<file path="config.mk">
export PLATFORM = sky130hd
export DESIGN_NAME = lfs_regs
export DESIGN_NICKNAME = d
export VERILOG_FILES = /design/src/lfs_pkg.sv /design/src/lfs_regs.sv /design/src/lfs_flag_cell.sv
export SDC_FILE = /design/constraint.sdc
export NUM_CORES = 1
export LEC_CHECK = 0
export ABC_AREA = 1
export BUFFER_PORTS_ARGS = -buffer_cell sky130_fd_sc_hd__buf_2
export CORE_MARGIN = 2
export CORE_UTILIZATION = 50
export DETAILED_ROUTE_END_ITERATION = 8
export PLACE_DENSITY = 0.78
export SLEW_MARGIN = 25
export SYNTH_ARGS = -nofsm -noshare
export SYNTH_HDL_FRONTEND = slang
export SYNTH_SLANG_ARGS = --single-unit
</file>
<file path="constraint.sdc">
create_clock -name mclk -period 1.4 [get_ports mclk]
set_input_delay 0.14 -clock mclk [delete_from_list [all_inputs] [get_ports mclk]]
set_output_delay 0.14 -clock mclk [all_outputs]
set_load 0.03 [all_outputs]
</file>
<file path="src/lfs_pkg.sv">
package lfs_pkg;

  // ****************************************
  // register map
  // ****************************************
  localparam logic [4:0] LFS_ADDR_STATUS = 5'h01;
  localparam logic [4:0] LFS_ADDR_LIMIT = 5'h02;
  localparam logic [4:0] LFS_ADDR_PEAK = 5'h03;
  localparam logic [7:0] LFS_LIMIT_RST = 8'h80;
  localparam logic [7:0] LFS_PEAK_RST = 8'h80;

  // ****************************************
  // status bit positions
  // ****************************************
  localparam int LFS_BIT_LINK = 0;
  localparam int LFS_BIT_THERM = 1;
  localparam int LFS_BIT_UV1 = 2;
  localparam int LFS_BIT_UV2 = 3;
  localparam int LFS_BIT_PC = 4;
  localparam int LFS_NFLAGS = 5;
  localparam logic [4:0] LFS_FLAGS_RST = 5'h10;

  // ****************************************
  // frame layout
  // ****************************************
  localparam int LFS_FRAME_W = 16;
  localparam int LFS_DATA_W = 9;
  localparam logic [1:0] LFS_RSVD_ONES = 2'h3;
  localparam logic [15:0] LFS_ERR_FRAME = 16'h8000;

  // ****************************************
  // state types
  // ****************************************
  typedef enum logic [1:0] {
    LFS_PH_POR = 2'h0,
    LFS_PH_RUN = 2'h1
  } lfs_phase_t;

  typedef struct packed {
    lfs_phase_t phase;
    logic [7:0] limit;
    logic [7:0] peak;
    logic dac_load;
    logic [1:0] hs_off;
    logic over_temp;
    logic resp_valid;
    logic [15:0] resp;
  } lfs_state_t;

  typedef struct packed {
    logic flag;
  } lfs_cell_t;

endpackage

</file>
<file path="src/lfs_regs.sv">
// Notes on behaviour
// RULE1: power-loss flag bit4 set by every reset
// RULE2: ch2 undervolt bit3 latched, read clears if gone
// RULE3: ch1 undervolt bit2 latched, read clears if gone
// RULE4: boot undervolt turns off high side, sets flag
// RULE5: overtemp bit1 latched, read clears if gone
// RULE6: sample above limit sets warning; limit resets 80h
// RULE7: link fault bit0 latched, cleared by status read
// RULE8: bad count, nonzero read data, parity set fault
// RULE9: every response frame carries link fault bit; a write as first command after reset gets 8000h, msb set with no link fault
// RULE10: read responses carry the four status flags
// RULE11: host reads power-loss flag at start-up
// RULE12: host picks limit code by temperature formula
// RULE13: peak code writable anytime, forwarded to converter
// RULE14: peak code means threshold in millivolts
// RULE15: recorded fault sets msb of next response
// RULE16: read response order fault,11,flags,nine data
// RULE17: status read returns flags from before clearing
// RULE18: reserved bits read zero, writes ignored
module lfs_regs
  import lfs_pkg::*;
(
  input wire logic mclk,
  input wire logic rst,
  input wire logic cmd_valid,
  input wire logic cmd_write,
  input wire logic [4:0] cmd_addr,
  input wire logic [lfs_pkg::LFS_DATA_W-1:0] cmd_data,
  input wire logic cmd_parity_err,
  input wire logic frame_count_err,
  input wire logic ch1_boot_uv,
  input wire logic ch2_boot_uv,
  input wire logic [7:0] temp_adc_sample,
  output logic resp_valid,
  output logic [lfs_pkg::LFS_FRAME_W-1:0] resp_frame,
  output logic [lfs_pkg::LFS_NFLAGS-1:0] status_flags,
  output logic [7:0] temp_limit_code,
  output logic [7:0] ch1_peak_current_code,
  output logic ch1_dac_load,
  output logic ch1_hs_off,
  output logic ch2_hs_off
);

  lfs_state_t s_r;
  lfs_state_t s_nxt;
  logic [LFS_NFLAGS-1:0] flags;
  logic [LFS_NFLAGS-1:0] set_vec;
  logic [LFS_NFLAGS-1:0] hold_vec;
  logic cmd_err;
  logic status_rd;
  logic spe_now;

  // ****************************************
  // command decode and flag sources
  // ****************************************
  assign cmd_err = cmd_valid && (cmd_parity_err || (!cmd_write && (cmd_data != '0))); // [RULE8]
  assign status_rd = cmd_valid && !cmd_write && (cmd_addr == LFS_ADDR_STATUS);
  assign spe_now = flags[LFS_BIT_LINK] || cmd_err || frame_count_err; // [RULE9] [RULE15]
  assign set_vec = {1'h0, 1'h0, 1'h0, s_r.over_temp, cmd_err || frame_count_err}; // [RULE8]
  assign hold_vec = {1'h0, s_r.hs_off[1], s_r.hs_off[0], s_r.over_temp, 1'h0}; // [RULE2] [RULE3] [RULE5]

  // ****************************************
  // one sticky cell per status flag
  // ****************************************
  for (genvar i = 0; i < LFS_NFLAGS; i++) begin : g_flag
    lfs_flag_cell #(
      .RST_VAL(LFS_FLAGS_RST[i]) // [RULE1]
    ) u_cell (
      .mclk(mclk),
      .rst(rst),
      .set_evt(set_vec[i]),
      .cond_now(hold_vec[i]),
      .clr_req(status_rd), // [RULE7] [RULE17]
      .flag(flags[i])
    );
  end

  // ****************************************
  // registers, conditions and response frame
  // ****************************************
  always_comb begin
    logic [LFS_DATA_W-1:0] rdata;
    rdata = '0;
    s_nxt = s_r;
    s_nxt.dac_load = 1'h0;
    s_nxt.resp_valid = 1'h0;
    s_nxt.hs_off = {ch2_boot_uv, ch1_boot_uv}; // [RULE4]
    s_nxt.over_temp = (temp_adc_sample > s_r.limit); // [RULE6]
    case (cmd_addr)
      LFS_ADDR_STATUS: rdata = {4'h0, flags}; // [RULE17] [RULE18]
      LFS_ADDR_LIMIT: rdata = {1'h0, s_r.limit}; // [RULE18]
      LFS_ADDR_PEAK: rdata = {1'h0, s_r.peak}; // [RULE18]
      default: rdata = '0;
    endcase
    if (cmd_valid) begin
      s_nxt.resp_valid = 1'h1;
      s_nxt.phase = LFS_PH_RUN;
      if (!cmd_write) begin
        // read answer even when the command was faulty
        s_nxt.resp = {spe_now, LFS_RSVD_ONES, flags[LFS_BIT_PC], flags[LFS_BIT_UV2],
                      flags[LFS_BIT_UV1], flags[LFS_BIT_THERM], rdata}; // [RULE10] [RULE16]
      end else if (cmd_err || frame_count_err || s_r.phase == LFS_PH_POR) begin
        s_nxt.resp = LFS_ERR_FRAME; // [RULE15]
      end else begin
        s_nxt.resp = {spe_now, cmd_write, cmd_addr, cmd_data}; // [RULE9]
      end
      // bad writes are discarded, bit 8 ignored
      if (cmd_write && !cmd_err && !frame_count_err) begin
        if (cmd_addr == LFS_ADDR_LIMIT) begin
          s_nxt.limit = cmd_data[7:0]; // [RULE18]
        end
        if (cmd_addr == LFS_ADDR_PEAK) begin
          s_nxt.peak = cmd_data[7:0]; // [RULE13] [RULE14]
          s_nxt.dac_load = 1'h1;
        end
      end
    end
  end

  // register the state
  always_ff @(posedge mclk) begin
    if (rst) begin
      s_r.phase <= LFS_PH_POR;
      s_r.limit <= LFS_LIMIT_RST; // [RULE6]
      s_r.peak <= LFS_PEAK_RST; // [RULE13]
      s_r.dac_load <= 1'h0;
      s_r.hs_off <= 2'h0;
      s_r.over_temp <= 1'h0;
      s_r.resp_valid <= 1'h0;
      s_r.resp <= 16'h0000;
    end else begin
      s_r <= s_nxt;
    end
  end

  // outputs straight from flip-flops
  assign resp_valid = s_r.resp_valid;
  assign resp_frame = s_r.resp;
  assign status_flags = flags;
  assign temp_limit_code = s_r.limit;
  assign ch1_peak_current_code = s_r.peak;
  assign ch1_dac_load = s_r.dac_load;
  assign ch1_hs_off = s_r.hs_off[0];
  assign ch2_hs_off = s_r.hs_off[1];
endmodule

</file>
<file path="src/lfs_flag_cell.sv">
module lfs_flag_cell
  import lfs_pkg::*;
#(
  parameter logic RST_VAL = 1'h0
) (
  input wire logic mclk,
  input wire logic rst,
  input wire logic set_evt,
  input wire logic cond_now,
  input wire logic clr_req,
  output logic flag
);

  lfs_cell_t s_r;
  lfs_cell_t s_nxt;

  // ****************************************
  // sticky flag, set wins over clear
  // ****************************************
  always_comb begin
    s_nxt = s_r;
    if (set_evt || cond_now) begin
      s_nxt.flag = 1'h1;
    end else if (clr_req) begin
      s_nxt.flag = 1'h0;
    end
  end

  // register the state
  always_ff @(posedge mclk) begin
    if (rst) begin
      s_r.flag <= RST_VAL;
    end else begin
      s_r <= s_nxt;
    end
  end

  assign flag = s_r.flag;

endmodule

</file>
==> impl_metrics.yaml, run 1 <==
outcome:
  status: "finished clean"
detailed_routing:
  drcViolationCount: 0
  routed_wirelength_um: 5940
  wl_per_cell_um: 13.8
  routed_via_density: 5.20
  ant_nets: 0
  vias: 2240
  drtPass1Iterations: 4
  drt-initial-drc-count: 257
setup_path:
  r2r_start: "temp_limit_code[7]"
  reg2reg_depth: 5
  cp-endpoint: "hold_vec[1]"
  crit_start: "temp_limit_code[7]"
  cp_max_fo: 3
  cpLargestDelayFamily: "compound AO/OA/AOI/OAI gates"
  crit_buf_inv: 1
  cp_slowest_cell: "dfxtp_2"
  critPathLaunchType: "register"
  endpoint_kind: "register"
  arrival_ps: 1480
  crit_chain: "inv_1 > ha_1 > nand2_1 > o41ai_2 > a21oi_1"
  path_depth: 5
  required_ps: 1590
  slowest_delay_ps: 350
  r2r_slack_ps: 100
  critPathKind: "register to register"
  r2r-end: "hold_vec[1]"
timing:
  rsz0062_at_grt: "false"
  maxSlewViolCount: 0
  fmax_mhz: 771
  tightest_slew_ps: 313
  fin_tns_setup_ps: 0
  finalHoldViolCount: 0
  slew_headroom_pct: 79.0
  setup_viol: 0
  post-route-period-util_pct: 92.6
  period_needed_ps: 1300
  clock_skew_ps: 5.11
pwr:
  leakage_nw: 1.38
  ir_worst_vdd_mv: 0.522
  p_per_area_nw_per_um2: 1030
placed_design:
  io_buffers: 70
  dp_hpwl_um: 4500
  gp_congestion: 0.878
global_routing:
  first_global_vias: 2103
  grt_max_degree: 27
  grt_pass1_wl_um: 9390
  overflow: 0
  track_usage_pct: 22.6
  met1_usage_pct: 29.1
  met3_usage_pct: 4.70
  use_met2_pct: 36.7
  antenna_found_initial: 0
  grt-busiest-layer: "met2"
clock_network:
  clock_sinks: 43
  clkTransAtPathRegs_ps: 90
  cts_tree: "built"
  clock_latency_ps: 300
  clock_path_buffers: 2
  cts_made_buffers: 5
  cts_setup_buffers: 0
  htree_num_levels: 2
  root_buffer: "clkbuf_8"
layout:
  drive_above_1_share_pct: 30.0
  fin_nets: 414
  final_cell_mix: "70 x buf_2, 56 x nand2_1, 41 x dfxtp_1"
  area_delta_synth_final_pct: 14.5
  fin_util_pct: 58.8
  diodes: 0
  mostFrequentLayoutCell: "buf_2"
floorplan:
  core_um2: 4660
  io_pins: 71
  initial_utilization_pct: 51.4
  die_w_um: 73.2
  rows: 25
  dieArea_um2: 5360
  die_y_um: 73.2
synth:
  ys_ff_latch: 43
  yosysSeqAreaShare_pct: 35.9
  yosysWarnings: 0
  netlist_area_um2: 2390
  yosysUniqueCellTypes: 30
  synth_fp_nets: 370
  syn_area_per_cell_um2: 7.21
  netlist_instances: 332
worst_hold_path:
  hold_path.class: "primary input to register"
flow_run:
  maxCapViolations: 0
==> power breakdown <==
part	internal (mW)	switching, mW
Combinational	0.132	0.253
Clock	0.711	0.447
Sequential	1.26	0.0247
==> final cells by class <==
class	instances	area (µm²)
Sequential cell	43	863
Inverter	41	154
Multi-Input combinational cell	202	1060
Clock inverter	3	67.6
Tap cell	54	67.6
Timing Repair Buffer	83	460
Fill cell	441	1920
Clock buffer	5	68.8
==> worst min path at each step <==
stage	from	to	slack, ps	cells past startpoint
5_1_grt	ch1_boot_uv	ch1_hs_off	40	3
2_1_floorplan	ch1_boot_uv	ch1_hs_off	250	2
3_5_place_dp	ch2_boot_uv	ch2_hs_off	350	3
4_1_cts	ch2_boot_uv	ch2_hs_off	30	3
3_3_place_gp	ch1_boot_uv	ch1_hs_off	340	3
6_report	ch2_boot_uv	ch2_hs_off	30	3
==> tightest hold or removal path, stage by stage <==
cell and delay [ps]:
buf_2 90, inv_1 40, nor2_1 30
==> through the flow <==
step,power [mW],hold slack (ps),setup WS (ps),cells,cell area [µm²]
after global placement,1.69,339,98.5,423,2590
after floorplan,1.58,247,162,332,2390
after detailed placement,1.69,348,61.9,423,2590
final,2.83,31.2,104,431,2740
after CTS,2.84,30.1,41.7,431,2730
after global routing,2.93,36.9,34.9,431,2740
==> cells in the mapped netlist, drive strengths merged <==
| library cell | instances | area, µm² |
|---|---|---|
| a211oi | 1 | 7.51 |
| a21boi | 1 | 7.51 |
| a21oi | 39 | 199 |
| a22o | 3 | 26.3 |
| a31oi | 1 | 6.26 |
| and2 | 1 | 6.26 |
| buf | 42 | 313 |
| clkbuf | 4 | 15.0 |
| dfxtp | 43 | 861 |
| ha | 8 | 100 |
| inv | 41 | 154 |
| nand2 | 57 | 221 |
| nand3 | 15 | 85.1 |
| nand4 | 6 | 37.5 |
| nor2 | 42 | 200 |
| nor3 | 1 | 10.0 |
| o211ai | 2 | 15.0 |
| o21ai | 23 | 115 |
| o41ai | 1 | 8.76 |
| or2 | 1 | 6.26 |
==> what timing repair did <==
action	4_1_cts	5_1_grt
hold buffers	0	0
setup endpoints to repair	0	1
gates resized for setup	0	3
==> layer usage <==
layer | part of all wire [%] | routed length [µm]
met5 | 0 | 0
met4 | 2.0 | 121
met3 | 7.1 | 419
met2 | 48 | 2860
met1 | 43 | 2540
==> sequential cells by signal, indices dropped and copies added (netlist names) <==
| name | count |
|---|---|
| g_flag.u_cell.flag | 5 |
| temp_limit_code | 8 |
| ch1_peak_current_code | 8 |
| ch1_dac_load | 1 |
| resp_valid | 1 |
| ch2_hs_off | 1 |
| s_r | 1 |
| hold_vec | 1 |
| ch1_hs_off | 1 |
| resp_frame | 16 |
==> kinds of logic after synthesis <==
family,Yosys count,synth area share [%]
buf+inv,87,20.1
flops,43,35.9
fa+ha+maj,8,4.18
compound gates,71,16.1
simple gates,123,23.7
Note: power is estimated with default switching activity, not from simulation.
==> inputs of run 2 (changes only) <==
CORE_UTILIZATION = 52   (was 50)
PLACE_DENSITY = 0.8   (was 0.78)
==> impl_metrics.yaml, run 2 (synthesis results as in run 1) <==
worst_hold_path:
  worst_hold_startpoint: "ch1_boot_uv"
  holdPathStages: 3
  hold_path_end: "ch1_hs_off"
  hold_path.class: "primary input to register"
detailed_routing:
  routed_wirelength_um: 5750
  drt-initial-drc-count: 167
  routed_via_density: 5.38
  drcViolationCount: 0
  drtPass1Iterations: 4
  wl_per_cell_um: 13.5
  vias: 2298
  ant_nets: 0
layout:
  fin_nets: 412
  final_cell_mix: "70 x buf_2, 55 x nand2_1, 41 x dfxtp_1"
  largest_register_ffs: 16
  multi_input_area_um2: 1100
  drive_above_1_share_pct: 30.7
  mostFrequentLayoutCell: "buf_2"
  regArea_um2: 863
  fill_cells: 426
  area_delta_synth_final_pct: 13.2
  diodes: 0
setup_path:
  critPathKind: "register to register"
  r2r_start: "temp_limit_code[6]"
  arrival_ps: 1520
  cp_max_fo: 3
  critPathLaunchType: "register"
  required_ps: 1570
  r2r-end: "hold_vec[1]"
  r2r_slack_ps: 50
  crit_start: "temp_limit_code[6]"
  reg2reg_depth: 5
  endpoint_kind: "register"
timing:
  clock_skew_ps: 7.01
  maxSlewViolCount: 0
  postLayoutSetupSlackWorst_ps: 53.7
  post-route-period-util_pct: 96.2
  slew_headroom_pct: 80.5
  setup_viol: 0
  finalHoldViolCount: 0
  rsz0062_at_grt: "false"
  fmax_mhz: 743
  period_needed_ps: 1350
  tightest_slew_ps: 291
  fin_tns_setup_ps: 0
  worst_hold_slack_ps: 45.9
clock_network:
  cts_made_buffers: 5
  clock_sinks: 43
  cts_hold_buf: 0
  clkTransAtPathRegs_ps: 80
  clock_path_buffers: 2
  cts_tree: "built"
  clock_latency_ps: 290
  root_buffer: "clkbuf_8"
  htree_num_levels: 2
pwr:
  comb_power_share_pct: 15.4
  clkPwrFrac_pct: 33.9
  leakage_nw: 1.35
  finalPower_mw: 2.54
  power_frac_seq_pct: 50.7
  swShare_pct: 27.2
  switching_power_mw: 0.691
  p_per_area_nw_per_um2: 935
  ir_worst_vdd_mv: 0.635
  p_int_mw: 1.85
placed_design:
  io_buffers: 70
  dp_slack_ps: -8.48
  dp_hpwl_um: 4430
  gp_congestion: 0.926
flow_run:
  maxCapViolations: 0
floorplan:
  die_y_um: 71.9
  io_pins: 71
  initial_utilization_pct: 54.6
  die_w_um: 71.9
  rows: 24
  core_um2: 4380
  dieArea_um2: 5160
global_routing:
  grt_pass1_wl_um: 9570
  grt_max_degree: 27
  overflow: 0
  first_global_vias: 2128
  track_usage_pct: 23.6
  antenna_found_initial: 0
outcome:
  status: "finished clean"
## run 2: critical path, cell delays in order (launching register included)
cell	delay (ps)
dfxtp_1	380
inv_1	80
ha_1	290
nand2_2	70
o41ai_2	340
a21oi_1	70
## run 2: per-layer routing
metal,vias up,GRT usage [%],part of all wire [%]
li1,1115,-,-
met1,1077,31.3,44
met2,96,38.1,48
met3,10,4.50,6.9
met4,0,8.60,1.6
met5,-,0,0
## run 2: layout make-up
class	instances	share of cell area, %
multi-input cells	202	40.4
flip-flops and latches	43	31.8
repair buffers	81	16.0
well taps	52	2.40
inverters	41	5.68
clock buffers	8	3.69
## run 2: how the worst max path moves through the flow
stage	end	slack (ps)
global route	hold_vec[1]	5
finish	hold_vec[1]	50
floorplan	hold_vec[1]	160
detailed placement	ch1_peak_current_code[2]	-8
CTS	hold_vec[1]	30
global placement	ch1_peak_current_code[0]	10
## run 2: through the flow
step / cells / utilization (%) / instance area (µm²)
final: 427 / 61.8 / 2710
after floorplan: 332 / - / 2390
after global routing: 427 / 61.8 / 2710
after global placement: 419 / 58.5 / 2560
after detailed placement: 419 / 58.5 / 2560
after CTS: 427 / 61.1 / 2680
## run 2: power by group through the flow
stage | combinational [mW] | clock (mW) | sequential, mW
finish | 0.390 | 0.861 | 1.29
detailed placement | 0.374 | 0 | 1.31
global route | 0.431 | 0.924 | 1.29
global placement | 0.369 | 0 | 1.31
floorplan | 0.263 | 0 | 1.32
CTS | 0.380 | 0.871 | 1.29
## run 2: repair_timing
item	CTS	global route
endpoints found under the setup margin	1	1
buffers inserted	0	0
gates resized for setup	2	7
endpoints found under the hold margin	0	0
pin swaps	0	2
==> inputs of run 3 (changes only) <==
ABC_AREA = unset   (was 1)
CORE_UTILIZATION = 51   (was 52)
==> impl_metrics.yaml, run 3 <==
clock_network:
  clock_path_buffers: 2
  clock_sinks: 43
  root_buffer: "clkbuf_8"
  htree_num_levels: 2
  clkTransAtPathRegs_ps: 80
  cts_made_buffers: 5
  clock_latency_ps: 290
  cts_tree: "built"
  cts_hold_buf: 0
worst_hold_path:
  worst_hold_startpoint: "ch1_boot_uv"
  hold_path_end: "ch1_hs_off"
  hold_path.class: "primary input to register"
  holdPathStages: 2
placed_design:
  dp_hpwl_um: 4140
  gp_congestion: 0.839
  io_buffers: 70
  place_area_um2: 2480
  place_inst: 340
  dp_slack_ps: 15.5
global_routing:
  track_usage_pct: 22.4
  antenna_found_initial: 0
  first_global_vias: 1785
  grt_max_degree: 16
  overflow: 0
  grt_pass1_wl_um: 8750
timing:
  period_needed_ps: 1340
  slew_headroom_pct: 69.0
  postLayoutSetupSlackWorst_ps: 55.9
  setup_viol: 0
  worst_hold_slack_ps: 52.8
  fmax_mhz: 744
  post-route-period-util_pct: 96.0
  fin_tns_setup_ps: 0
  rsz0062_at_grt: "true"
  tightest_slew_ps: 465
  maxSlewViolCount: 0
  clock_skew_ps: 6.51
  finalHoldViolCount: 0
floorplan:
  rows: 24
  initial_utilization_pct: 52.3
  die_y_um: 70.4
  io_pins: 71
  core_um2: 4290
  die_w_um: 70.4
  dieArea_um2: 4950
detailed_routing:
  drt-initial-drc-count: 149
  wl_per_cell_um: 15.5
  drcViolationCount: 0
  routed_via_density: 5.42
  routed_wirelength_um: 5420
  ant_nets: 0
  drtPass1Iterations: 4
  vias: 1892
setup_path:
  critPathKind: "register to register"
  cp_slowest_cell: "dfxtp_2"
  crit_chain: "inv_1 > ha_4 > and4_1 > a21oi_2 > o21ai_0 > a21oi_1"
  r2r-end: "hold_vec[1]"
  r2r_start: "temp_limit_code[2]"
  slowest_delay_ps: 330
  reg2reg_depth: 6
  crit_start: "temp_limit_code[2]"
  arrival_ps: 1570
  critPathLaunchType: "register"
  cp_max_fo: 3
  required_ps: 1620
  r2r_slack_ps: 60
  endpoint_kind: "register"
outcome:
  status: "finished clean"
layout:
  fin_cells: 349
  drive_above_1_share_pct: 39.1
  diodes: 0
  largest_register_ffs: 16
  fin_util_pct: 61.5
  mostFrequentLayoutCell: "buf_2"
  fin_nets: 334
  area_delta_synth_final_pct: 17.5
  final_cell_mix: "70 x buf_2, 37 x dfxtp_1, 31 x nor2_1"
  final_area_um2: 2640
pwr:
  p_per_area_nw_per_um2: 949
  ir_worst_vdd_mv: 0.381
  finalPower_mw: 2.51
  leakage_nw: 1.24
synth:
  synthFlopType: "dfxtp_1"
  netlist_area_um2: 2250
  syn_area_per_cell_um2: 9.06
  yosysSeqAreaShare_pct: 38.3
  synth_top_cell_by_area: "dfxtp_1"
  yosysUniqueCellTypes: 37
  synth.most_common_cell: "dfxtp_1"
  synth_common_cells: "43 x dfxtp_1, 39 x buf_4, 31 x nor2_1"
  async_reset_ff_share_pct: 0
  yosysWarnings: 0
  synth_fp_nets: 286
  synth_edf_count: 0
  netlist_instances: 248
  ys_ff_latch: 43
  synth_top_area_share_pct: 38.3
  synth_area_leaders: "dfxtp_1 38%, buf_4 13%, mux2i_1 8.0%"
flow_run:
  maxCapViolations: 0
## run 3: cell types whose count changed after synthesis, moves of 7 or more
cell     delta
nand3_1    -11
nand2_1    -46
inv_2       -7
inv_1      -23
o21ai_0     -7
nor3_1     +10
a21oi_1    -32
a22oi_1     +9
mux2i_1    +18
## run 3: cell families after synthesis
logic type / Yosys count / synth area share, %
muxes: 21 / 9.52
AOI/OAI and AO/OA: 47 / 15.4
DFF: 43 / 38.3
adders and majority gates: 8 / 4.45
and+or+nand+nor: 68 / 15.1
buffers and inverters: 61 / 17.2
## run 3: layer usage
| layer | part of all wire, % | wire length, µm | vias up | global-route usage (%) |
|---|---|---|---|---|
| li1 | - | - | 927 | - |
| met1 | 45 | 2450 | 884 | 30.7 |
| met2 | 47 | 2530 | 71 | 34.3 |
| met3 | 6.6 | 357 | 10 | 5.34 |
| met4 | 1.6 | 88 | 0 | 7.91 |
| met5 | 0 | 0 | - | 0 |
## run 3: worst max-delay path by stage
stage	cells after the start	end
global placement	6	temp_limit_code[0]
finish	6	hold_vec[1]
CTS	6	hold_vec[1]
global route	6	hold_vec[1]
detailed placement	6	temp_limit_code[0]
floorplan	6	hold_vec[1]
## run 3: critical path: cells and delay by family, from the launching register on
| kind | cells | cell delay, ps |
|---|---|---|
| AO/OA/AOI/OAI | 3 | 390 |
| adder cells (fa/ha/maj) | 1 | 220 |
| buffers and inverters | 1 | 120 |
| flip-flops | 1 | 330 |
| AND/OR/NAND/NOR | 1 | 210 |
## run 3: where the power goes
part | total, mW | internal [mW] | switching, mW | leakage (nW)
clock | 0.853 | 0.450 | 0.403 | 0.0515
sequential | 1.29 | 1.26 | 0.0261 | 0.353
combinational | 0.368 | 0.139 | 0.229 | 0.839
## run 3: timing repair
| action | CTS | global route |
|---|---|---|
| hold endpoints to repair | 0 | 0 |
| buffers inserted | 0 | 1 |
| setup endpoints to repair | 0 | 1 |
| gates resized for setup | 0 | 14 |
## run 3: final cells by class
cell class	count	area (µm²)
Fill cell	381	1650
Multi-Input combinational cell	144	1050
Sequential cell	43	868
Timing Repair Buffer	90	513
Clock buffer	8	100
Tap cell	52	65.1
Inverter	12	45.0
